$ cat src/nfpi_pkg.sv
package nfpi_pkg;
  // ----------------------------------------------------------------
  // command codes
  // ----------------------------------------------------------------
  localparam logic [7:0] CMD_PROG_SETUP = 8'h80;
  localparam logic [7:0] CMD_PROG_CONFIRM = 8'h10;
  localparam logic [7:0] CMD_ERASE_SETUP = 8'h60;
  localparam logic [7:0] CMD_ERASE_CONFIRM = 8'hd0;
  localparam logic [7:0] CMD_READ = 8'h00;
  // ----------------------------------------------------------------
  // geometry
  // ----------------------------------------------------------------
  localparam int PLANES = 8;
  localparam int BLOCKS_PER_PLANE = 1024;
  localparam int PAGE_BYTES = 528;
  localparam int ADDR_CYCLES = 4;
  localparam int ROW_CYCLES = 3;
  localparam int ADDR_BITS = 27;
  localparam int HALF_PLANE_SHIFT = 2; // planes 0..3 versus 4..7
  // ----------------------------------------------------------------
  // timing, 100 MHz clock
  // ----------------------------------------------------------------
  localparam int CLK_NS = 10;
  localparam int T_WP_NS = 35;
  localparam int T_WH_NS = 15;
  localparam int T_RP_NS = 30;
  localparam int T_REH_NS = 15;
  localparam int T_WB_NS = 100;
  localparam int T_DBSY_MAX_US = 10;
  localparam int WP_CYC = (T_WP_NS + CLK_NS - 1) / CLK_NS;
  localparam int WH_CYC = (T_WH_NS + CLK_NS - 1) / CLK_NS;
  localparam int RP_CYC = (T_RP_NS + CLK_NS - 1) / CLK_NS;
  localparam int REH_CYC = (T_REH_NS + CLK_NS - 1) / CLK_NS;
  localparam int WB_CYC = (T_WB_NS + CLK_NS - 1) / CLK_NS;
  localparam int DBSY_CYC = T_DBSY_MAX_US * 1000 / CLK_NS;
  // ----------------------------------------------------------------
  // host request kinds and sequencer states
  // ----------------------------------------------------------------
  typedef enum logic [1:0] {
    NFPI_OP_READ = 2'b00,
    NFPI_OP_PROG = 2'b01,
    NFPI_OP_ERASE = 2'b10
  } nfpi_op_t;
  typedef enum logic [3:0] {
    NFPI_IDLE = 4'b0000,
    NFPI_CMD1 = 4'b0001,
    NFPI_ADDR = 4'b0010,
    NFPI_DATA = 4'b0011,
    NFPI_CMD2 = 4'b0100,
    NFPI_WAIT_BUSY = 4'b0101,
    NFPI_WAIT_READY = 4'b0110,
    NFPI_RDATA = 4'b0111,
    NFPI_DONE = 4'b1000
  } nfpi_state_t;
endpackage

$ cat src/nfpi_host.sv
`timescale 1ns/10ps
// Operation
// - group multi-plane ops within planes 0-3 or 4-7
// - write strobe high while device drives data
// - main area once, spare twice per erase
// - never touch factory bad blocks
// - tolerate 8052 valid blocks of 8192
// - setup then confirm command codes
// - four address cycles, column first; erase sends only the three row cycles
module nfpi_host #(
  parameter int FIFO_DEPTH = 16,
  parameter int BUSY_TIMEOUT = 50000000
) (
  input wire logic clock_i,
  input wire logic rst_n_i,
  input wire logic req_valid_i,
  output logic req_ready_o,
  input wire logic [1:0] req_op_i,
  input wire logic [26:0] req_addr_i,
  input wire logic [9:0] req_len_i,
  input wire logic [7:0] wdata_i,
  input wire logic wvalid_i,
  output logic wready_o,
  output logic [7:0] rdata_o,
  output logic rvalid_o,
  input wire logic rready_i,
  output logic done_o,
  output logic fail_o,
  output logic cmd_latch_o,
  output logic addr_latch_o,
  output logic chip_sel_n_o,
  output logic write_strobe_n_o,
  output logic read_strobe_n_o,
  output logic write_prot_n_o,
  output logic [7:0] io_o,
  output logic io_oe_o,
  input wire logic [7:0] io_i,
  input wire logic ready_busy_i
);
  typedef struct packed {
    nfpi_pkg::nfpi_state_t st;
    logic [1:0] op;
    logic [26:0] addr;
    logic [9:0] len;
    logic [2:0] idx;
    logic [31:0] tmr;
    logic [1:0] ph;
    logic ack;
    logic done;
    logic fail;
    logic cle;
    logic ale;
    logic ce_n;
    logic we_n;
    logic re_n;
    logic wp_n;
    logic [7:0] dout;
    logic oe;
    logic [7:0] rd;
    logic rv;
  } nfpi_host_state_t;
  nfpi_host_state_t s_reg;
  nfpi_host_state_t s_next;
  logic [7:0] fifo_data;
  logic fifo_valid;
  logic fifo_pop;
  logic rd_free;
  logic strobe_end;
  // ----------------------------------------------------------------
  // write data buffer; stalls the source when the flash is slow
  // ----------------------------------------------------------------
  nfpi_fifo #(.WIDTH(8), .DEPTH(FIFO_DEPTH)) u_fifo (
    .clock_i(clock_i),
    .rst_n_i(rst_n_i),
    .in_data_i(wdata_i),
    .in_valid_i(wvalid_i),
    .in_ready_o(wready_o),
    .out_data_o(fifo_data),
    .out_valid_o(fifo_valid),
    .out_ready_i(fifo_pop)
  );
  assign rd_free = !s_reg.rv || rready_i;
  // a write strobe cycle: low WP_CYC, then high WH_CYC plus at least one setup cycle before the next fall
  assign strobe_end = (s_reg.ph == 2'd1) && (s_reg.tmr == 32'(nfpi_pkg::WH_CYC - 1));
  assign fifo_pop = (s_reg.st == nfpi_pkg::NFPI_DATA) && (s_reg.ph == 2'd0) && fifo_valid;
  // ----------------------------------------------------------------
  // sequencer
  // ----------------------------------------------------------------
  always_comb begin
    s_next = s_reg;
    s_next.ack = 1'b0;
    s_next.done = 1'b0;
    if (s_reg.rv && rready_i) begin
      s_next.rv = 1'b0;
    end
    unique case (s_reg.st)
      nfpi_pkg::NFPI_IDLE: begin
        s_next.ce_n = 1'b1; // deselect between ops: device floats I/O
        s_next.oe = 1'b0;
        s_next.wp_n = 1'b0; // keep protect on while idle
        // single-plane ops only, so no group straddles the plane halves
        // bad-block table and partial-program counts stay with software
        if (req_valid_i && !s_reg.ack) begin
          s_next.ack = 1'b1;
          s_next.op = req_op_i;
          s_next.addr = req_addr_i;
          s_next.len = req_len_i;
          s_next.fail = 1'b0;
          s_next.ce_n = 1'b0;
          s_next.wp_n = (req_op_i != 2'(nfpi_pkg::NFPI_OP_READ));
          s_next.st = nfpi_pkg::NFPI_CMD1;
          s_next.ph = 2'd0;
          s_next.tmr = '0;
        end
      end
      nfpi_pkg::NFPI_CMD1, nfpi_pkg::NFPI_ADDR, nfpi_pkg::NFPI_DATA, nfpi_pkg::NFPI_CMD2: begin
        // latch enables never both high
        s_next.cle = (s_reg.st == nfpi_pkg::NFPI_CMD1) || (s_reg.st == nfpi_pkg::NFPI_CMD2);
        s_next.ale = (s_reg.st == nfpi_pkg::NFPI_ADDR);
        s_next.oe = 1'b1;
        if (s_reg.st == nfpi_pkg::NFPI_CMD1) begin
          unique case (s_reg.op)
            2'(nfpi_pkg::NFPI_OP_PROG): s_next.dout = nfpi_pkg::CMD_PROG_SETUP;
            2'(nfpi_pkg::NFPI_OP_ERASE): s_next.dout = nfpi_pkg::CMD_ERASE_SETUP;
            default: s_next.dout = nfpi_pkg::CMD_READ;
          endcase
        end else if (s_reg.st == nfpi_pkg::NFPI_CMD2) begin
          s_next.dout = (s_reg.op == 2'(nfpi_pkg::NFPI_OP_ERASE)) ?
            nfpi_pkg::CMD_ERASE_CONFIRM : nfpi_pkg::CMD_PROG_CONFIRM;
        end else if (s_reg.st == nfpi_pkg::NFPI_ADDR) begin
          // column, then low row, then high row bytes
          unique case (s_reg.idx)
            3'd0: s_next.dout = s_reg.addr[7:0];
            3'd1: s_next.dout = s_reg.addr[16:9];
            3'd2: s_next.dout = s_reg.addr[24:17];
            default: s_next.dout = {6'h00, s_reg.addr[26:25]};
          endcase
        end else if (fifo_pop) begin
          s_next.dout = fifo_data;
        end
        // strobe phases; data waits for the fifo before going low
        if (s_reg.ph == 2'd0) begin
          if (s_reg.st != nfpi_pkg::NFPI_DATA || fifo_valid) begin
            s_next.we_n = 1'b0;
            s_next.ph = 2'd2;
            s_next.tmr = '0;
          end
        end else if (s_reg.ph == 2'd2) begin
          s_next.tmr = s_reg.tmr + 32'd1;
          if (s_reg.tmr == 32'(nfpi_pkg::WP_CYC - 1)) begin
            s_next.we_n = 1'b1; // device latches here
            s_next.ph = 2'd1;
            s_next.tmr = '0;
          end
        end else begin
          s_next.tmr = s_reg.tmr + 32'd1;
          if (strobe_end) begin
            s_next.ph = 2'd0;
            s_next.tmr = '0;
            s_next.cle = 1'b0;
            s_next.ale = 1'b0;
            unique case (s_reg.st)
              nfpi_pkg::NFPI_CMD1: begin
                s_next.st = nfpi_pkg::NFPI_ADDR;
                s_next.idx = (s_reg.op == 2'(nfpi_pkg::NFPI_OP_ERASE)) ? 3'd1 : 3'd0;
              end
              nfpi_pkg::NFPI_ADDR: begin
                s_next.idx = s_reg.idx + 3'd1;
                if (s_reg.idx == 3'(nfpi_pkg::ADDR_CYCLES - 1)) begin
                  s_next.oe = 1'b0;
                  unique case (s_reg.op)
                    2'(nfpi_pkg::NFPI_OP_PROG): s_next.st = nfpi_pkg::NFPI_DATA;
                    2'(nfpi_pkg::NFPI_OP_ERASE): s_next.st = nfpi_pkg::NFPI_CMD2;
                    default: s_next.st = nfpi_pkg::NFPI_WAIT_BUSY;
                  endcase
                end
              end
              nfpi_pkg::NFPI_DATA: begin
                s_next.len = s_reg.len - 10'd1;
                if (s_reg.len == 10'd1) begin
                  s_next.st = nfpi_pkg::NFPI_CMD2;
                end
              end
              default: begin
                s_next.oe = 1'b0;
                s_next.st = nfpi_pkg::NFPI_WAIT_BUSY;
              end
            endcase
          end
        end
      end
      nfpi_pkg::NFPI_WAIT_BUSY: begin
        // give the device its write-high-to-busy time before sampling
        s_next.tmr = s_reg.tmr + 32'd1;
        if (s_reg.tmr == 32'(nfpi_pkg::WB_CYC)) begin
          s_next.st = nfpi_pkg::NFPI_WAIT_READY;
          s_next.tmr = '0;
        end
      end
      nfpi_pkg::NFPI_WAIT_READY: begin
        // ready/busy is read even with no data path active
        s_next.tmr = s_reg.tmr + 32'd1;
        if (ready_busy_i) begin
          s_next.tmr = '0;
          s_next.st = (s_reg.op == 2'(nfpi_pkg::NFPI_OP_READ)) ?
            nfpi_pkg::NFPI_RDATA : nfpi_pkg::NFPI_DONE;
        end else if (s_reg.tmr == 32'(BUSY_TIMEOUT)) begin
          s_next.fail = 1'b1;
          s_next.st = nfpi_pkg::NFPI_DONE;
        end
      end
      nfpi_pkg::NFPI_RDATA: begin
        // write strobe held high while device drives the bus
        s_next.we_n = 1'b1;
        s_next.tmr = s_reg.tmr + 32'd1;
        if (s_reg.re_n && rd_free && s_reg.tmr >= 32'(nfpi_pkg::REH_CYC)) begin
          s_next.re_n = 1'b0; // each fall steps the column
          s_next.tmr = '0;
        end else if (!s_reg.re_n && s_reg.tmr == 32'(nfpi_pkg::RP_CYC - 1)) begin
          s_next.re_n = 1'b1;
          s_next.tmr = '0;
          s_next.rd = io_i;
          s_next.rv = 1'b1;
          s_next.len = s_reg.len - 10'd1;
          if (s_reg.len == 10'd1) begin
            s_next.st = nfpi_pkg::NFPI_DONE; // deselect ends the read
          end
        end
      end
      nfpi_pkg::NFPI_DONE: begin
        // chip select rises here, after ready returns or after the busy timeout
        s_next.ce_n = 1'b1;
        s_next.wp_n = 1'b0;
        s_next.done = 1'b1;
        s_next.st = nfpi_pkg::NFPI_IDLE;
      end
      default: s_next.st = nfpi_pkg::NFPI_IDLE;
    endcase
  end
  // ----------------------------------------------------------------
  // state register
  // ----------------------------------------------------------------
  always_ff @(posedge clock_i or negedge rst_n_i) begin
    if (!rst_n_i) begin
      s_reg <= '0;
      s_reg.st <= nfpi_pkg::NFPI_IDLE;
      s_reg.ce_n <= 1'b1;
      s_reg.we_n <= 1'b1;
      s_reg.re_n <= 1'b1;
    end else begin
      s_reg <= s_next;
    end
  end
  assign req_ready_o = s_reg.ack;
  assign rdata_o = s_reg.rd;
  assign rvalid_o = s_reg.rv;
  assign done_o = s_reg.done;
  assign fail_o = s_reg.fail;
  assign cmd_latch_o = s_reg.cle;
  assign addr_latch_o = s_reg.ale;
  assign chip_sel_n_o = s_reg.ce_n;
  assign write_strobe_n_o = s_reg.we_n;
  assign read_strobe_n_o = s_reg.re_n;
  assign write_prot_n_o = s_reg.wp_n;
  assign io_o = s_reg.dout;
  assign io_oe_o = s_reg.oe;
  // ----------------------------------------------------------------
  // checks
  // ----------------------------------------------------------------
  property p_latch_excl;
    @(posedge clock_i) disable iff (!rst_n_i) !(s_reg.cle && s_reg.ale);
  endproperty
  a_latch_excl: assert property (p_latch_excl) else $error("both latches high");
  property p_we_in_read;
    @(posedge clock_i) disable iff (!rst_n_i)
      (s_reg.st == nfpi_pkg::NFPI_RDATA) |-> s_reg.we_n && !s_reg.oe;
  endproperty
  a_we_in_read: assert property (p_we_in_read) else $error("write strobe low in read");
  property p_we_pulse;
    @(posedge clock_i) disable iff (!rst_n_i)
      $fell(s_reg.we_n) |-> !s_reg.we_n [*4] ##1 s_reg.we_n;
  endproperty
  a_we_pulse: assert property (p_we_pulse) else $error("write pulse width wrong");
  property p_ce_busy;
    @(posedge clock_i) disable iff (!rst_n_i)
      (s_reg.st == nfpi_pkg::NFPI_WAIT_READY) |-> !s_reg.ce_n;
  endproperty
  a_ce_busy: assert property (p_ce_busy) else $error("deselected while busy");
  property p_wp_read;
    @(posedge clock_i) disable iff (!rst_n_i)
      (s_reg.st == nfpi_pkg::NFPI_CMD1 && s_reg.op == 2'b00) |-> !s_reg.wp_n;
  endproperty
  a_wp_read: assert property (p_wp_read) else $error("protect off for read");
  property p_ready_go;
    @(posedge clock_i) disable iff (!rst_n_i)
      (s_reg.st == nfpi_pkg::NFPI_WAIT_READY && ready_busy_i) |=>
        (s_reg.st != nfpi_pkg::NFPI_WAIT_READY);
  endproperty
  a_ready_go: assert property (p_ready_go) else $error("ready not seen");
  property p_cle_code;
    @(posedge clock_i) disable iff (!rst_n_i)
      (s_reg.cle && $rose(s_reg.we_n) && s_reg.st == nfpi_pkg::NFPI_CMD1 &&
        s_reg.op == 2'(nfpi_pkg::NFPI_OP_ERASE)) |-> s_reg.dout == nfpi_pkg::CMD_ERASE_SETUP;
  endproperty
  a_cle_code: assert property (p_cle_code) else $error("bad erase setup");
  property p_strobe_sel;
    @(posedge clock_i) disable iff (!rst_n_i) !s_reg.we_n |-> !s_reg.ce_n;
  endproperty
  a_strobe_sel: assert property (p_strobe_sel) else $error("strobe while deselected");
  c_prog: cover property (@(posedge clock_i) s_reg.st == nfpi_pkg::NFPI_CMD2 && s_reg.op == 2'b01);
  c_erase: cover property (@(posedge clock_i) s_reg.done && s_reg.op == 2'b10);
  c_read: cover property (@(posedge clock_i) s_reg.rv && s_reg.st == nfpi_pkg::NFPI_DONE);
endmodule

$ cat src/nfpi_fifo.sv
`timescale 1ns/10ps
module nfpi_fifo #(
  parameter int WIDTH = 8,
  parameter int DEPTH = 16
) (
  input wire logic clock_i,
  input wire logic rst_n_i,
  input wire logic [WIDTH-1:0] in_data_i,
  input wire logic in_valid_i,
  output logic in_ready_o,
  output logic [WIDTH-1:0] out_data_o,
  output logic out_valid_o,
  input wire logic out_ready_i
);
  localparam int AW = $clog2(DEPTH);
  logic [WIDTH-1:0] mem [DEPTH];
  logic [AW-1:0] wr_reg;
  logic [AW-1:0] rd_reg;
  logic [AW:0] cnt_reg;
  logic [AW:0] cnt_next;
  logic in_ready_reg;
  logic push;
  logic pop;
  // ----------------------------------------------------------------
  // flow control
  // ----------------------------------------------------------------
  // ready is registered so the source sees a clean flop output
  assign in_ready_o = in_ready_reg;
  assign cnt_next = cnt_reg + (AW+1)'(push) - (AW+1)'(pop);
  assign out_valid_o = (cnt_reg != '0);
  assign out_data_o = mem[rd_reg];
  assign push = in_valid_i && in_ready_o;
  assign pop = out_valid_o && out_ready_i;
  // storage is not reset, only the pointers, count and ready flag
  always_ff @(posedge clock_i) begin
    if (push) begin
      mem[wr_reg] <= in_data_i;
    end
  end
  // pointers wrap at the power-of-two depth
  always_ff @(posedge clock_i or negedge rst_n_i) begin
    if (!rst_n_i) begin
      wr_reg <= '0;
      rd_reg <= '0;
      cnt_reg <= '0;
      in_ready_reg <= 1'b1;
    end else begin
      if (push) begin
        wr_reg <= wr_reg + 1'b1;
      end
      if (pop) begin
        rd_reg <= rd_reg + 1'b1;
      end
      cnt_reg <= cnt_next;
      in_ready_reg <= (cnt_next != (AW+1)'(DEPTH));
    end
  end
endmodule

$ cat config.mk
export PLATFORM = sky130hd
export DESIGN_NAME = nfpi_host
export DESIGN_NICKNAME = d
export VERILOG_FILES = /design/src/nfpi_pkg.sv /design/src/nfpi_host.sv /design/src/nfpi_fifo.sv
export SDC_FILE = /design/constraint.sdc
export NUM_CORES = 1
export LEC_CHECK = 0
export BUFFER_PORTS_ARGS = -buffer_cell sky130_fd_sc_hd__buf_2
export CAP_MARGIN = 15
export CORE_UTILIZATION = 45
export CTS_CLUSTER_SIZE = 20
export DETAILED_ROUTE_END_ITERATION = 8
export GPL_TIMING_DRIVEN = 0
export PLACE_DENSITY = 0.74
export SYNTH_ARGS = -nofsm -noshare
export SYNTH_HDL_FRONTEND = slang
export SYNTH_SLANG_ARGS = --single-unit
$ cat constraint.sdc
create_clock -name clock_i -period 3.71 [get_ports clock_i]
set_input_delay 0 -clock clock_i [delete_from_list [all_inputs] [get_ports clock_i]]
set_output_delay 0 -clock clock_i [all_outputs]
set_load 0.005 [all_outputs]
==> impl_metrics.csv, run 1 <==
group,metric,value,unit
logic_synthesis,synth_top_family_by_area,"simple AND/OR/NAND/NOR gates",
pwr,netSwitchingPower,1630,uW
timing,skew,11.3,ps
pwr,sequentialPowerShare,0.483,
finish,finalNetCount,1212,
worst_hold_path,min_from,"req_valid_i",
pwr,powerDensity,481,nW/um^2
finish,antenna_cells,0,
clock_network,cts_sinks,248,
worst_setup_path,startpoint_type,"flip-flop",
logic_synthesis,synth_compound_area_frac,0.0878,
timing,timing.final.crit_share,0.876,
logic_synthesis,synth_top_area_frac,0.334,
floorplanning,coreArea,25100,um^2
floorplanning,dieArea,26200,um^2
outcome,status,"finished clean",
timing,tightest_slew,851,ps
pwr,power_leakage,0.00564,uW
timing,rsz0062_at_grt,"no",
timing,hold_viol,0,
global_route,grtUsageTotal,0.208,
clock_network,cts_tree,"yes",
logic_synthesis,synthSimpleGateAreaFrac,0.152,
logic_synthesis,synth_edf_count,128,
worst_setup_path,rr_endpoint,"io_o[0]$_DFFE_PN0P_",
logic_synthesis,synth_cells,950,
clock_network,cts_max_level,1,
placed_design,numPortBuffers,87,
finish,largest_reg_flops,128,
logic_synthesis,synth_fa_ha_area_frac,0.0257,
logic_synthesis,synth.largest_area_cell,"edfxtp_1",
finish,area_growth,21.1,%
logic_synthesis,netlist_top_cells_count,"158 x nand2_1, 128 x edfxtp_1, 116 x dfrtp_1",
global_route,grt_max_degree,71,
run,drv_cap,0,
logic_synthesis,synth_xor_area_frac,0.0122,
clock_network,cts_made_buffers,27,
detailed_routing,avgViaCountPerCell,5.61,
floorplanning,rows,58,
worst_hold_path,hp-class,"input port to flip-flop",
global_route,grt_pass1_wl,43.1,mm
logic_synthesis,synth_most_common_cell,"nand2_1",
timing,slew_violations,0,
floorplanning,die_h,162,um
detailed_routing,drt_iter0_drc,799,
logic_synthesis,synth_ff_type,"edfxtp_1",
worst_setup_path,max_stage_delay,570,ps
worst_setup_path,crit_type,"flip-flop to flip-flop",
logic_synthesis,ys_seq_area_frac,0.595,
detailed_routing,postRouteAntennaNets,0,
clock_network,cts_root_buffer,"clkbuf_16",
worst_setup_path,cp_common_cell,"clkbuf_1",
worst_setup_path,cp.required,4140,ps
clock_network,clk_pin_slew,60,ps
worst_hold_path,holdPathStages,5,
clock_network,ctsHoldBuffers,60,
pwr,p_int,5070,uW
timing,relSlewSlack,0.428,
detailed_routing,drtPass1Iterations,5,
timing,fin_setup_tns,0,ps
pwr,ir_worst_vdd,492,uV
timing,setup_viol_count_final,0,
worst_setup_path,cp_max_fo,10,
logic_synthesis,ys_ff_latch,248,
worst_setup_path,worst_path_max_delay_cell,"clkbuf_1",
pwr,switching_share,0.243,
worst_setup_path,path_cells,"clkbuf_1 -> clkbuf_1 -> clkbuf_1 -> mux4_2 -> mux4_2 -> o2111ai_1 -> nand2_1",
worst_setup_path,crit_arrival,3670,ps
global_route,grt_pass1_vias,8100,
finish,drive_above_1_share,0.201,
logic_synthesis,synth_area,11500,um^2
finish,register_area,6850,um^2
pwr,comb_power_share,0.103,
floorplanning,initial_utilization,0.458,
clock_network,cts-resized-gates,0,
logic_synthesis,muxShareOfSynthArea,0.0896,
clock_network,cts_buffer_depth,3,
worst_setup_path,ff2ff_path_depth,7,
logic_synthesis,syn_nets,1034,
worst_hold_path,hold_end,"s_reg[102]$_DFFE_PN0P_",
finish,fillCellCount,2075,
clock_network,post_cts_buffers,0,
detailed_routing,num_vias,8303,
finish,multi_input_area,4220,um^2
global_route,antenna_found_initial,0,
timing,max_freq,308,MHz
floorplanning,ios,89,
detailed_routing,wl,27.2,mm
placed_design,gp_congestion,0.911,
worst_setup_path,cp-end-kind,"flip-flop",
detailed_routing,drc,0,
detailed_routing,avgRoutedWirePerCell,18.4,um
pwr,pwr-share-clk,0.413,
worst_setup_path,r2r-start,"u_fifo.rd_reg[1]$_DFFE_PN0P_",
timing,min_period,3250,ps
floorplanning,die_w,162,um
clock_network,clk_latency,540,ps
logic_synthesis,netlist-cell-type-count,63,
logic_synthesis,async_flop_share,0.484,
logic_synthesis,avgSynthCellArea,12.1,um^2
pwr,power.total,6700,uW
logic_synthesis,ys_warn_count,0,
logic_synthesis,ys_top_cells_by_area,"edfxtp_1 33%, dfrtp_1 25%, mux4_2 7.8%",
placed_design,hpwlAfterDp,17.8,mm
worst_setup_path,worst-r2r-setup-slack,460,ps
global_route,overflow,0,
==> cells in the final DEF (no fill, tap or decap), types with 30 or more instances in the layout <==
master,Yosys,final
edfxtp_1,128,128
nand2_1,158,158
nor3_1,35,35
o21ai_0,62,62
buf_2,8,94
dlygate4sd3_1,0,59
nor2_1,48,48
inv_1,30,30
dfrtp_1,116,116
mux4_2,40,40
==> through the flow <==
stage          setup slack (ps)  utilization  hold slack [ps]  instances  area, um^2
2_1_floorplan              1000            -             -296        950       11500
3_3_place_gp                510        0.492              196       1367       12400
3_5_place_dp                510        0.494            -18.3       1369       12400
4_1_cts                     435        0.555              119       1479       13900
5_1_grt                     294        0.555              176       1479       13900
6_report                    462        0.555              143       1479       13900
==> worst max-delay path, delay by kind of cell, from the launching register on <==
family                 cells  cell delay (ps)
muxes                      2              960
buffers and inverters      3             1490
AOI/OAI and AO/OA          1              220
and+or+nand+nor            1               90
DFF                        1              350
==> routing by layer <==
| layer | vias to the layer above | wire (um) | GRT usage |
|---|---|---|---|
| li1 | 3830 | - | - |
| met1 | 4076 | 11600 | 0.283 |
| met2 | 347 | 13000 | 0.342 |
| met3 | 50 | 1950 | 0.0347 |
| met4 | 0 | 697 | 0.0669 |
| met5 | - | 0 | 0 |
==> cells by family (layout without fill, tap and decap cells) <==
group	after synthesis	count (layout)
simple gates	359	359
flops	248	248
compound gates	162	162
buf+inv	90	289
mux	52	52
fa+ha+maj	23	23
xor+xnor	16	16
==> how the worst max path moves through the flow <==
stage	slack, ps	depth (start not counted)	startpoint	end
2_1_floorplan	1000	14	s_reg[103]$_DFFE_PN0P_	u_fifo.in_ready_o$_DFF_PN1_
3_3_place_gp	510	7	u_fifo.rd_reg[0]$_DFFE_PN0P_	io_o[0]$_DFFE_PN0P_
3_5_place_dp	510	7	u_fifo.rd_reg[1]$_DFFE_PN0P_	io_o[0]$_DFFE_PN0P_
4_1_cts	430	7	u_fifo.rd_reg[1]$_DFFE_PN0P_	io_o[0]$_DFFE_PN0P_
5_1_grt	290	7	u_fifo.rd_reg[0]$_DFFE_PN0P_	io_o[0]$_DFFE_PN0P_
6_report	460	7	u_fifo.rd_reg[1]$_DFFE_PN0P_	io_o[0]$_DFFE_PN0P_
==> layout make-up <==
| cell class | count | share of cell area |
|---|---|---|
| Inverter | 30 | 0.00808 |
| Clock buffer | 31 | 0.0525 |
| Multi-Input combinational cell | 612 | 0.303 |
| Clock inverter | 19 | 0.0140 |
| Sequential cell | 248 | 0.492 |
| Buffer | 60 | 0.0228 |
| Tap cell | 330 | 0.0296 |
| Timing Repair Buffer | 149 | 0.0780 |
==> power by group through the flow <==
stage,sequential [uW],clock (uW),combinational (uW)
after floorplan,3260,0,414
after global placement,3280,0,617
after detailed placement,3290,0,640
after CTS,3240,2820,703
after global routing,3260,2920,773
final,3240,2770,693
Power figures use the tool's default switching activity.
==> run 2: changes to the inputs <==
Settings changed: PLACE_DENSITY 0.74 to 0.65.
==> run 2 against run 1 <==
Maximum frequency increased by 2.1%. Sequential power is essentially flat. Power is 2.1% lower.
==> impl_metrics.csv, run 2 (same netlist as run 1, synthesis figures left out) <==
group,metric,value,unit
clock_network,cts_buffer_depth,3,
worst_setup_path,rr_endpoint,"io_o[0]$_DFFE_PN0P_",
detailed_routing,drc,0,
global_route,grt_max_degree,90,
detailed_routing,wl,27.1,mm
clock_network,post_cts_buffers,0,
detailed_routing,num_vias,8090,
detailed_routing,avgViaCountPerCell,5.47,
pwr,ir_worst_vdd,417,uV
clock_network,cts_root_buffer,"clkbuf_16",
worst_setup_path,r2r-start,"u_fifo.rd_reg[1]$_DFFE_PN0P_",
worst_hold_path,hp-class,"input port to flip-flop",
worst_hold_path,min_from,"req_valid_i",
worst_hold_path,holdPathStages,6,
global_route,grt_pass1_vias,8143,
finish,mostFrequentLayoutCell,"nand2_1",
floorplanning,rows,58,
global_route,overflow,0,
worst_setup_path,startpoint_type,"flip-flop",
timing,relSlewSlack,0.405,
finish,mostFrequentLayoutCells,"158 x nand2_1, 128 x edfxtp_1, 116 x dfrtp_1",
pwr,powerDensity,473,nW/um^2
placed_design,place_ws,523,ps
timing,tightest_slew,884,ps
detailed_routing,postRouteAntennaNets,0,
clock_network,cts_sinks,248,
global_route,grtUsageTotal,0.214,
finish,area_growth,20.6,%
global_route,grt_pass1_wl,43.8,mm
timing,fin_ws,528,ps
floorplanning,die_w,162,um
outcome,status,"finished clean",
run,drv_cap,0,
worst_setup_path,crit_arrival,3620,ps
worst_setup_path,worst-r2r-setup-slack,530,ps
floorplanning,ios,89,
floorplanning,die_h,162,um
finish,drive_above_1_share,0.196,
clock_network,clk_pin_slew,60,ps
timing,timing.final.crit_share,0.858,
placed_design,hpwlAfterDp,17.8,mm
floorplanning,dieArea,26200,um^2
worst_setup_path,cp-end-kind,"flip-flop",
clock_network,cts_tree,"yes",
timing,setup_viol_count_final,0,
floorplanning,coreArea,25100,um^2
placed_design,numPortBuffers,87,
clock_network,cts_max_level,1,
finish,finalNetCount,1212,
timing,hold_viol,0,
timing,skew,6.84,ps
detailed_routing,avgRoutedWirePerCell,18.3,um
timing,max_freq,314,MHz
floorplanning,initial_utilization,0.458,
worst_setup_path,ff2ff_path_depth,7,
timing,rsz0062_at_grt,"no",
timing,slew_violations,0,
timing,fin_setup_tns,0,ps
global_route,antenna_found_initial,0,
placed_design,gp_congestion,0.872,
worst_setup_path,crit_type,"flip-flop to flip-flop",
worst_setup_path,cp_max_fo,10,
detailed_routing,drt_iter0_drc,661,
clock_network,cts_made_buffers,27,
clock_network,clk_latency,550,ps
timing,min_period,3180,ps
detailed_routing,drtPass1Iterations,5,
worst_setup_path,cp.required,4140,ps
timing,holdWs,171,ps
finish,largest_reg_flops,128,
pwr,power_leakage,0.00562,uW
finish,antenna_cells,0,
worst_hold_path,hold_end,"s_reg[102]$_DFFE_PN0P_",
[run 2: worst max path at each step]
| stage | from | endpoint | slack, ps | depth (start not counted) |
|---|---|---|---|---|
| floorplan | s_reg[103]$_DFFE_PN0P_ | u_fifo.in_ready_o$_DFF_PN1_ | 1000 | 14 |
| global placement | u_fifo.rd_reg[0]$_DFFE_PN0P_ | io_o[0]$_DFFE_PN0P_ | 550 | 7 |
| detailed placement | u_fifo.rd_reg[0]$_DFFE_PN0P_ | io_o[0]$_DFFE_PN0P_ | 520 | 7 |
| CTS | u_fifo.rd_reg[0]$_DFFE_PN0P_ | io_o[0]$_DFFE_PN0P_ | 500 | 7 |
| global route | s_reg[103]$_DFFE_PN0P_ | u_fifo.in_ready_o$_DFF_PN1_ | 280 | 14 |
| finish | u_fifo.rd_reg[1]$_DFFE_PN0P_ | io_o[0]$_DFFE_PN0P_ | 530 | 7 |
[run 2: metrics by stage]
step                      instance area (um^2)  power, uW  cells   util
after floorplan                          11500       3670    950      -
after global placement                   12400       3900   1367  0.492
after detailed placement                 12400       3930   1369  0.494
after CTS                                13900       6630   1479  0.553
after global routing                     13900       6830   1479  0.553
final                                    13900       6560   1479  0.553
[run 2: report_power, final]
part | leakage [uW] | switching, uW | internal (uW)
Clock | 0.000433 | 1100 | 1540
Sequential | 0.00268 | 92.9 | 3140
Combinational | 0.00252 | 387 | 297
[run 2: layout make-up]
class                           count  area (um^2)
Timing Repair Buffer              149         1080
Sequential cell                   248         6850
Fill cell                        2159        11200
Clock buffer                       36          739
Tap cell                          330          413
Clock inverter                     14          135
Inverter                           30          113
Buffer                             60          318
Multi-Input combinational cell    612         4220
[run 2: layer usage]
metal / vias up / share of wire / global-route usage
met1: 3968 / 0.44 / 0.297
met4: 0 / 0.024 / 0.0635
met3: 46 / 0.053 / 0.0304
met2: 233 / 0.48 / 0.350
met5: - / 0 / 0
li1: 3843 / - / -
[run 2: critical path, cell delays in order, from the launching register on]
cell and delay (ps):
dfrtp_1 350, clkbuf_1 360, clkbuf_1 590, clkbuf_1 520
mux4_2 450, mux4_2 520, o2111ai_1 200, nand2_1 70
[run 2: repair_timing]
action | 4_1_cts | 5_1_grt
gates resized for setup | 0 | 0
hold buffers | 60 | 0
endpoints found under the hold margin | 299 | 0
==> run 3: changes to the inputs <==
Settings changed: CELL_PAD_IN_SITES_DETAIL_PLACEMENT set to 0, CELL_PAD_IN_SITES_GLOBAL_PLACEMENT set to 1, PLACE_DENSITY 0.65 to 0.76.
==> run 3 against run 2 <==
First-iteration DRC count down 18%. Cell area up 0.27%. Critical path depth unchanged. Combinational power down 1%. Power up 2.2%. Maximum frequency up 0.45%. Global-route usage down 0.30 points. Flip-flop and latch count unchanged. Clock skew up 9.5 ps. Wire length down 0.27%. Die area unchanged.
==> impl_metrics.csv, run 3 (same netlist as run 1, synthesis figures left out) <==
group,metric,value,unit
worst_setup_path,crit_type,"flip-flop to flip-flop",
clock_network,cts_sinks,248,
placed_design,placed_cell_area,12400,um^2
clock_network,cts_root_buffer,"clkbuf_16",
worst_setup_path,cp_max_fo,10,
pwr,sequentialPowerShare,0.482,
pwr,power.total,6700,uW
worst_setup_path,cp-end-kind,"flip-flop",
detailed_routing,postRouteAntennaNets,0,
floorplanning,rows,58,
run,drv_cap,0,
worst_setup_path,cp.required,4140,ps
clock_network,cts_tree,"yes",
finish,area_growth,20.9,%
pwr,power_leakage,0.00563,uW
timing,rsz0062_at_grt,"no",
clock_network,cts_max_level,1,
clock_network,clk_pin_slew,60,ps
global_route,overflow,0,
floorplanning,dieArea,26200,um^2
pwr,comb_power_share,0.101,
pwr,ir_worst_vdd,421,uV
floorplanning,die_h,162,um
timing,tightest_slew,911,ps
detailed_routing,num_vias,7980,
pwr,netSwitchingPower,1590,uW
pwr,powerDensity,482,nW/um^2
worst_setup_path,startpoint_type,"flip-flop",
placed_design,hpwlAfterDp,17.8,mm
finish,finalNetCount,1212,
global_route,grtUsageTotal,0.211,
finish,stdcell_area,13900,um^2
timing,hold_viol,0,
timing,slew_violations,0,
detailed_routing,wl,27.0,mm
placed_design,gp_congestion,0.856,
timing,relSlewSlack,0.393,
pwr,pwr-share-clk,0.417,
global_route,antenna_found_initial,0,
detailed_routing,drt_iter0_drc,541,
floorplanning,initial_utilization,0.458,
global_route,grt_max_degree,73,
timing,setup_viol_count_final,0,
clock_network,cts_buffer_depth,3,
finish,antenna_cells,0,
pwr,switching_share,0.237,
detailed_routing,drtPass1Iterations,5,
timing,fin_setup_tns,0,ps
worst_setup_path,crit_arrival,3590,ps
floorplanning,ios,89,
clock_network,cts_made_buffers,27,
timing,skew,16.3,ps
detailed_routing,avgRoutedWirePerCell,18.3,um
global_route,grt_pass1_vias,7833,
timing,holdWs,165,ps
finish,mostFrequentLayoutCell,"nand2_1",
timing,min_period,3170,ps
floorplanning,die_w,162,um
global_route,grt_pass1_wl,43.2,mm
timing,timing.final.crit_share,0.854,
finish,mostFrequentLayoutCells,"158 x nand2_1, 128 x edfxtp_1, 116 x dfrtp_1",
worst_hold_path,hp-class,"input port to flip-flop",
placed_design,numPortBuffers,87,
detailed_routing,avgViaCountPerCell,5.40,
finish,largest_reg_flops,128,
timing,max_freq,316,MHz
pwr,p_int,5120,uW
floorplanning,coreArea,25100,um^2
outcome,status,"finished clean",
detailed_routing,drc,0,
finish,drive_above_1_share,0.196,
clock_network,clk_latency,550,ps
==> run 3: path summary, 6_finish.rpt <==
| check | depth (start not counted) | from | to | slack (ps) |
|---|---|---|---|---|
| worst max register to register | 7 | u_fifo.rd_reg[1]$_DFFE_PN0P_ | io_o[0]$_DFFE_PN0P_ | 540 |
| worst min register to register | 2 | s_reg[89]$_DFFE_PN0P_ | s_reg[89]$_DFFE_PN0P_ | 480 |
| worst max-delay path | 7 | u_fifo.rd_reg[1]$_DFFE_PN0P_ | io_o[0]$_DFFE_PN0P_ | 540 |
| max in group asynchronous | 4 | rst_n_i | s_reg[105]$_DFFE_PN0P_ | 2060 |
| worst min-delay path | 5 | req_valid_i | s_reg[102]$_DFFE_PN0P_ | 170 |
| min in group asynchronous | 3 | rst_n_i | s_reg[45]$_DFFE_PN0P_ | 510 |
==> run 3: repair_timing <==
action	4_1_cts	5_1_grt
resized for setup	0	0
hold buffers	60	0
endpoints found under the hold margin	299	0
buffers inserted	0	0
==> run 3: routing by layer <==
metal,up-vias,part of all wire,track usage
met5,-,0,0
met4,0,0.017,0.0510
met3,41,0.049,0.0276
met2,205,0.47,0.336
met1,3890,0.46,0.307
li1,3844,-,-
==> run 3: final cells by class <==
| class | instances | area [um^2] |
|---|---|---|
| Inverter | 30 | 113 |
| Clock inverter | 19 | 236 |
| Timing Repair Buffer | 149 | 1080 |
| Tap cell | 330 | 413 |
| Buffer | 60 | 318 |
| Multi-Input combinational cell | 612 | 4220 |
| Fill cell | 2146 | 11200 |
| Clock buffer | 29 | 683 |
| Sequential cell | 248 | 6850 |
==> run 3: worst max-delay path, cell delays in order (launching register included) <==
cell and delay [ps]:
dfrtp_1 350, clkbuf_1 360, clkbuf_1 520, clkbuf_1 580
mux4_2 430, mux4_2 520, o2111ai_1 220, nand2_1 80
==> run 3: per-stage QoR <==
step	instances	setup slack, ps	utilization
2_1_floorplan	950	1000	-
3_3_place_gp	1367	534	0.492
3_5_place_dp	1368	552	0.493
4_1_cts	1476	540	0.554
5_1_grt	1477	259	0.554
6_report	1477	543	0.554
==> run 3: power by group through the flow <==
stage               clock network [uW]  registers, uW  logic (uW)
finish                            2790           3230         677
detailed placement                   0           3280         635
floorplan                            0           3260         414
global placement                     0           3280         625
global route                      2960           3250         766
CTS                               2850           3230         687
